## config.mk

```make
export PLATFORM = sky130hd
export DESIGN_NAME = sslp_sleep_ctrl
export DESIGN_NICKNAME = d
export VERILOG_FILES = /design/src/hdl/sslp_pkg.sv /design/src/hdl/sslp_recov_timer.sv /design/src/hdl/sslp_sleep_ctrl.sv
export VERILOG_INCLUDE_DIRS = /design/src /design/src/hdl
export SDC_FILE = /design/constraint.sdc
export NUM_CORES = 1
export LEC_CHECK = 0
export BUFFER_PORTS_ARGS = -buffer_cell sky130_fd_sc_hd__buf_2
export CORE_MARGIN = 3
export CORE_UTILIZATION = 35
export CTS_CLUSTER_SIZE = 28
export DETAILED_ROUTE_END_ITERATION = 10
export PLACE_DENSITY = 0.59
export SLEW_MARGIN = 25
export SYNTH_ARGS = -nofsm -noshare
export SYNTH_HDL_FRONTEND = slang
export SYNTH_SLANG_ARGS = --single-unit
export TNS_END_PERCENT = 30
```

## constraint.sdc

```tcl
create_clock -name sys_clk -period 2.3 [get_ports sys_clk]
set_input_delay 0.575 -clock sys_clk [delete_from_list [all_inputs] [get_ports sys_clk]]
set_output_delay 0.575 -clock sys_clk [all_outputs]
set_load 0.1 [all_outputs]
```

## src/hdl/sslp_consts.svh

```systemverilog
// Constants for the SRAM sleep-mode controller
`ifndef SSLP_CONSTS_SVH
`define SSLP_CONSTS_SVH
`define SSLP_ENTRY_CYCLES 2
`define SSLP_CLK_PERIOD_PS 4000
`define SSLP_RECOVERY_TIME_NS 100
`define SSLP_RECOVERY_CYCLES ((`SSLP_RECOVERY_TIME_NS * 1000 + `SSLP_CLK_PERIOD_PS - 1) / `SSLP_CLK_PERIOD_PS)
`define SSLP_CNT_W 8
`define SSLP_CMD_RESET 3'h0
`define SSLP_STAT_RESET 3'h2
`endif

```

## src/hdl/sslp_pkg.sv

```systemverilog
// Types for the SRAM sleep-mode controller
package sslp_pkg;
  typedef enum logic [3:0] {
    SSLP_AWAKE   = 4'b0001,
    SSLP_ENTER   = 4'b0010,
    SSLP_SLEEP   = 4'b0100,
    SSLP_RECOVER = 4'b1000
  } sslp_state_t;

  typedef struct packed {
    logic sel;
    logic rd;
    logic wr;
  } sslp_cmd_t;

  typedef struct packed {
    logic asleep;
    logic ready;
    logic recovering;
  } sslp_stat_t;
endpackage

```

## src/hdl/sslp_recov_timer.sv

```systemverilog
// Recovery interval down-counter
`include "sslp_consts.svh"
module sslp_recov_timer (
  input wire logic sys_clk, // Clock
  input wire logic arst_n, // Async reset, active low
  input wire logic start, // Load the count
  input wire logic [`SSLP_CNT_W-1:0] load_val, // Cycles to count
  output logic expired // High when count is zero and start is low
);
  logic [`SSLP_CNT_W-1:0] cnt_q;
  logic [`SSLP_CNT_W-1:0] cnt_d;

  always_comb begin
    cnt_d = cnt_q;
    if (start) begin
      cnt_d = load_val;
    end else if (cnt_q != '0) begin
      cnt_d = cnt_q - 1'b1;
    end
  end

  always_ff @(posedge sys_clk or negedge arst_n) begin
    if (!arst_n) begin
      cnt_q <= '0;
    end else begin
      cnt_q <= cnt_d;
    end
  end

  assign expired = (cnt_q == '0) && !start;
endmodule // sslp_recov_timer

```

## src/hdl/sslp_sleep_ctrl.sv

```systemverilog
// Sleep-mode entry, hold and recovery control of a burst SRAM
`include "sslp_consts.svh"
module sslp_sleep_ctrl
  import sslp_pkg::*;
#(
  parameter int unsigned RECOVERY_CYCLES = `SSLP_RECOVERY_CYCLES
) (
  input wire logic sys_clk, // 250 MHz clock
  input wire logic arst_n, // Async reset, active low
  input wire logic sleep_request, // Sleep request, active high
  input wire sslp_cmd_t cmd_in, // Command from controller
  input wire logic oe_req, // Output enable wanted by datapath
  output sslp_cmd_t cmd_out, // Command passed to the core
  output logic dq_oe, // Data output enable, high drives
  output sslp_stat_t status // Sleep status
);

  ////////////////////////////////////////////////////////////////////
  // State decoding

  // Core is powered down and deselected
  function automatic logic st_asleep(input sslp_state_t st);
    return (st == SSLP_SLEEP);
  endfunction

  // Recovery interval after sleep exit is running
  function automatic logic st_recovering(input sslp_state_t st);
    return (st == SSLP_RECOVER);
  endfunction

  // Commands pass untouched
  function automatic logic st_ready(input sslp_state_t st);
    return (st == SSLP_AWAKE);
  endfunction

  // Command as the core sees it in a given state
  function automatic sslp_cmd_t gate_cmd(input sslp_cmd_t cmd, input sslp_state_t st);
    sslp_cmd_t res;
    res = cmd;
    if (st_asleep(st)) begin
      res = '0;
    end
    // Writes dropped in recovery as a guard; a write here is a controller fault
    if (st_recovering(st)) begin
      res.wr = 1'b0;
    end
    return res;
  endfunction

  // Status word for a given state
  function automatic sslp_stat_t make_stat(input sslp_state_t st);
    sslp_stat_t res;
    res.asleep = st_asleep(st);
    res.ready = st_ready(st);
    res.recovering = st_recovering(st);
    return res;
  endfunction

  ////////////////////////////////////////////////////////////////////
  // Request sampling

  logic req_q; // Sampled request, one rising edge
  logic req_d;

  // Pin taken as synchronous: setup/hold guaranteed by the controller.
  // One flop only; a request with no timing guarantee would need a synchroniser.
  always_comb begin
    req_d = sleep_request;
  end

  always_ff @(posedge sys_clk or negedge arst_n) begin
    if (!arst_n) begin
      req_q <= 1'b0;
    end else begin
      req_q <= req_d;
    end
  end

  ////////////////////////////////////////////////////////////////////
  // Sleep state machine

  sslp_state_t state_q;
  sslp_state_t state_d;
  logic timer_start;
  logic timer_expired;

  always_comb begin
    state_d = state_q;
    timer_start = 1'b0;
    unique case (state_q)
      SSLP_AWAKE: begin
        if (req_q) begin
          state_d = SSLP_ENTER;
        end
      end
      SSLP_ENTER: begin
        // Second cycle after the request was seen
        if (req_q) begin
          state_d = SSLP_SLEEP;
        end else begin
          state_d = SSLP_AWAKE;
        end
      end
      SSLP_SLEEP: begin
        // No timeout: leaves only on request low
        if (!req_q) begin
          state_d = SSLP_RECOVER;
          timer_start = 1'b1;
        end
      end
      SSLP_RECOVER: begin
        // Request back high cuts recovery short and restarts entry
        if (req_q) begin
          state_d = SSLP_ENTER;
        end else if (timer_expired) begin
          state_d = SSLP_AWAKE;
        end
      end
      default: state_d = SSLP_AWAKE;
    endcase
  end

  always_ff @(posedge sys_clk or negedge arst_n) begin
    if (!arst_n) begin
      state_q <= SSLP_AWAKE;
    end else begin
      state_q <= state_d;
    end
  end

  ////////////////////////////////////////////////////////////////////
  // Recovery timer

  // Loaded on sleep exit; ready waits for it to run out
  sslp_recov_timer u_timer (
    .sys_clk(sys_clk),
    .arst_n(arst_n),
    .start(timer_start),
    .load_val(`SSLP_CNT_W'(RECOVERY_CYCLES)),
    .expired(timer_expired)
  );

  ////////////////////////////////////////////////////////////////////
  // Command gating

  sslp_cmd_t cmd_d;
  sslp_cmd_t cmd_q;

  // Gated on the next state so deselect and asleep status land on one edge;
  // sleeping ignores inputs and leaves the core's state untouched
  always_comb begin
    cmd_d = gate_cmd(cmd_in, state_d);
  end

  always_ff @(posedge sys_clk or negedge arst_n) begin
    if (!arst_n) begin
      cmd_q <= `SSLP_CMD_RESET;
    end else begin
      cmd_q <= cmd_d;
    end
  end

  ////////////////////////////////////////////////////////////////////
  // Data output enable

  logic oe_d;
  logic oe_q;

  // Drivers float while asleep whatever the datapath asks
  // Registered so the enable moves on the same edge as cmd_out
  always_comb begin
    oe_d = oe_req && !st_asleep(state_d);
  end

  always_ff @(posedge sys_clk or negedge arst_n) begin
    if (!arst_n) begin
      oe_q <= 1'b0;
    end else begin
      oe_q <= oe_d;
    end
  end

  ////////////////////////////////////////////////////////////////////
  // Status

  sslp_stat_t stat_d;
  sslp_stat_t stat_q;

  // Ready drops on the edge that leaves awake, so a controller polling
  // it never sees ready while entry is under way
  always_comb begin
    stat_d = make_stat(state_d);
  end

  always_ff @(posedge sys_clk or negedge arst_n) begin
    if (!arst_n) begin
      stat_q <= `SSLP_STAT_RESET;
    end else begin
      stat_q <= stat_d;
    end
  end

  ////////////////////////////////////////////////////////////////////
  // Outputs

  // All outputs come straight from flops
  assign cmd_out = cmd_q;
  assign dq_oe = oe_q;
  assign status = stat_q;

endmodule // sslp_sleep_ctrl

```

==> flow_summary.ini <==
[die]
io_pins = 14
fp.coreArea_mm2 = 0.002340
placementRows = 17
dieArea_mm2 = 0.003251
initial_core_util_pct = 38.93
dieWidth_um = 57.02
die_y_um = 57.02

[synth]
yosys_warnings = 0
synth_async_sr_flop_share_pct = 100.0
syn_inst = 80
ys_ff_latch = 20
synth_fp_nets = 89
synth_edf_count = 0
yosysUniqueCellTypes = 35
ys.flop_type = dfrtp_1
synth-seq-area-share_pct = 55.22
syn_avg_cell_area_um2 = 11.39
syn_area_um2 = 910.9

[worst_hold_path]
hold_class = in2async

[routing]
viasPerCell = 5.447
wire_per_inst_um = 13.15
dr.pass1.iters = 4
drc = 0
drt_iter0_drc = 28
drt_wl_total_um = 1617
vias = 670
postRouteAntennaNets = 0

[clock_tree]
clkTransAtPathRegs_ns = 0.11
cts-root-buf = clkbuf_4
cts_sinks = 20
cts_tree = built
cts_setup_buffers = 0
clockBufferDepth = 2
numCtsBuffers = 3
clkLatencyLatePin_ns = 0.29
cts_resized = 0
hold_buffers = 0
htree_num_levels = 1

[place]
gp_congestion = 0.8175
placedCellCount = 119
dpl_cell_area_mm2 = 0.001002
dp_hpwl_um = 1170
port_buffers = 13

[pwr]
pwr_density_cell_mw_per_mm2 = 1155
p_leak_nw = 0.4789
irDropWorstVdd_uv = 515.2
swShare_pct = 39.06
p_switching_uw = 468.7
p_seq_share_pct = 45.8
intPower_uw = 731.2
power.share.clock_pct = 16.5
combPwrFrac_pct = 37.7

[global_route]
overflow = 0
grt_pass1_wl_um = 2808
first_global_vias = 598
grtUsageTotal_pct = 11.34
grt_max_degree = 21
antenna_found_initial = 0

[worst_setup_path]
crit_required_ns = 2.54
critPathLaunchType = flop
critical_path_arrival_ns = 2.20
critPathMaxFanout = 5
cp-end-kind = flop
setup.worst_path.class = reg2reg

[final_layout]
register_area_um2 = 503.0
fillers = 225
fin_nets = 105
multiInputGateArea_um2 = 376.6
design_area_mm2 = 0.001039
drive_above_1_share_pct = 29.47
post-route-util_pct = 44.39
area_delta_synth_final_pct = 14.01
fin_cells = 123
antenna_cells = 0

[timing]
period_needed_ns = 1.965
finClkSkew_ns = 0.003647
grt_setup_unrepaired = no
worstMarginPinSlew_ns = 0.5521
slew_viol_final = 0
finalCritPeriodShare_pct = 85.42
hold_ws_ns = 0.2060
setup_viol = 0
max-slew-margin-rel_pct = 63.11
hold_viol = 0
fin_tns_setup_ns = 0
timing.fmax_ghz = 0.5090

[flow_run]
drv_cap = 0

[status]
status = finished clean
stage by stage:
step | total power [mW] | worst slack (ns)
after global placement | 1.005 | 0.3304
after detailed placement | 1.012 | 0.3634
after CTS | 1.220 | 0.3255
after floorplan | 0.9185 | 0.5759
after global routing | 1.307 | 0.1885
final | 1.200 | 0.3354
layer usage:
metal | GRT usage [%] | vias up | routed length, µm
met5 | 0 | - | 0
met4 | 3.974 | 0 | 21
met3 | 4.299 | 2 | 95
met2 | 16.31 | 18 | 706
met1 | 15.64 | 319 | 794
li1 | - | 331 | -
synthesized netlist by cell type (all sizes together) (2+ instances only):
cell	n	area share, %
a211o	2	2.1
a21oi	4	2.6
and2	3	2.1
dfrtp	18	49
dfstp	2	5.8
ha	2	2.7
inv	6	2.5
nor2	2	0.82
nor4b	2	1.9
o21ai	11	6.0
o311a	3	3.4
or3	2	1.4
or4	5	4.7
xor2	2	1.9
final cells by class:
cell class / instances / area share, %
Clock buffer: 4 / 3.494
Inverter: 6 / 2.169
Multi-Input combinational cell: 52 / 36.26
Sequential cell: 20 / 48.43
Tap cell: 28 / 3.373
Timing Repair Buffer: 13 / 6.265
final timing paths:
path / startpoint / to / slack (ns) / cells after the start
hold reg to reg: state_q[1] / state_q[1] / 0.54 / 1
hold / removal: arst_n / status[0] / 0.21 / 1
min in group sys_clk: sleep_request / req_q / 0.38 / 1
max in group asynchronous: arst_n / state_q[0] / 1.75 / 1
setup / recovery: u_timer.cnt_q[0] / status[1] / 0.34 / 5
setup reg to reg: u_timer.cnt_q[0] / status[1] / 0.34 / 5
critical path: stages (launching register included):
cell     delay (ns)
dfrtp_1        0.41
inv_1          0.08
ha_1           0.17
or3b_2         0.50
o21ai_0        0.46
o311a_1        0.28
placed cells by master, fill, tap and decap left out, types with 3 or more instances in the layout:
cell,synthesis,final
o21ai_0,11,11
or4_1,3,3
dfrtp_1,18,18
and2_1,3,3
clkbuf_4,0,3
a21oi_1,3,3
inv_1,6,6
buf_2,1,13
power groups by stage:
stage	logic [mW]	clock network [mW]	registers, mW
2_1_floorplan	0.280	0	0.639
3_5_place_dp	0.458	0	0.554
5_1_grt	0.509	0.228	0.570
3_3_place_gp	0.450	0	0.554
4_1_cts	0.460	0.212	0.548
6_report	0.453	0.198	0.549
state kept, by name (all words and copies together), names as in the netlist:
name           cells
state_q            4
req_q              1
dq_oe              1
u_timer.cnt_q      8
cmd_out            3
status             3
logic make-up after synthesis:
group	synth area share (%)
adders and majority gates	2.747
AOI/OAI and AO/OA	18.82
and+or+nand+nor	16.62
xor gates and xnor gates	1.923
DFF	55.22
buffers and inverters	3.433
muxes	1.236
No activity file was read; power rests on OpenSTA's default activity.
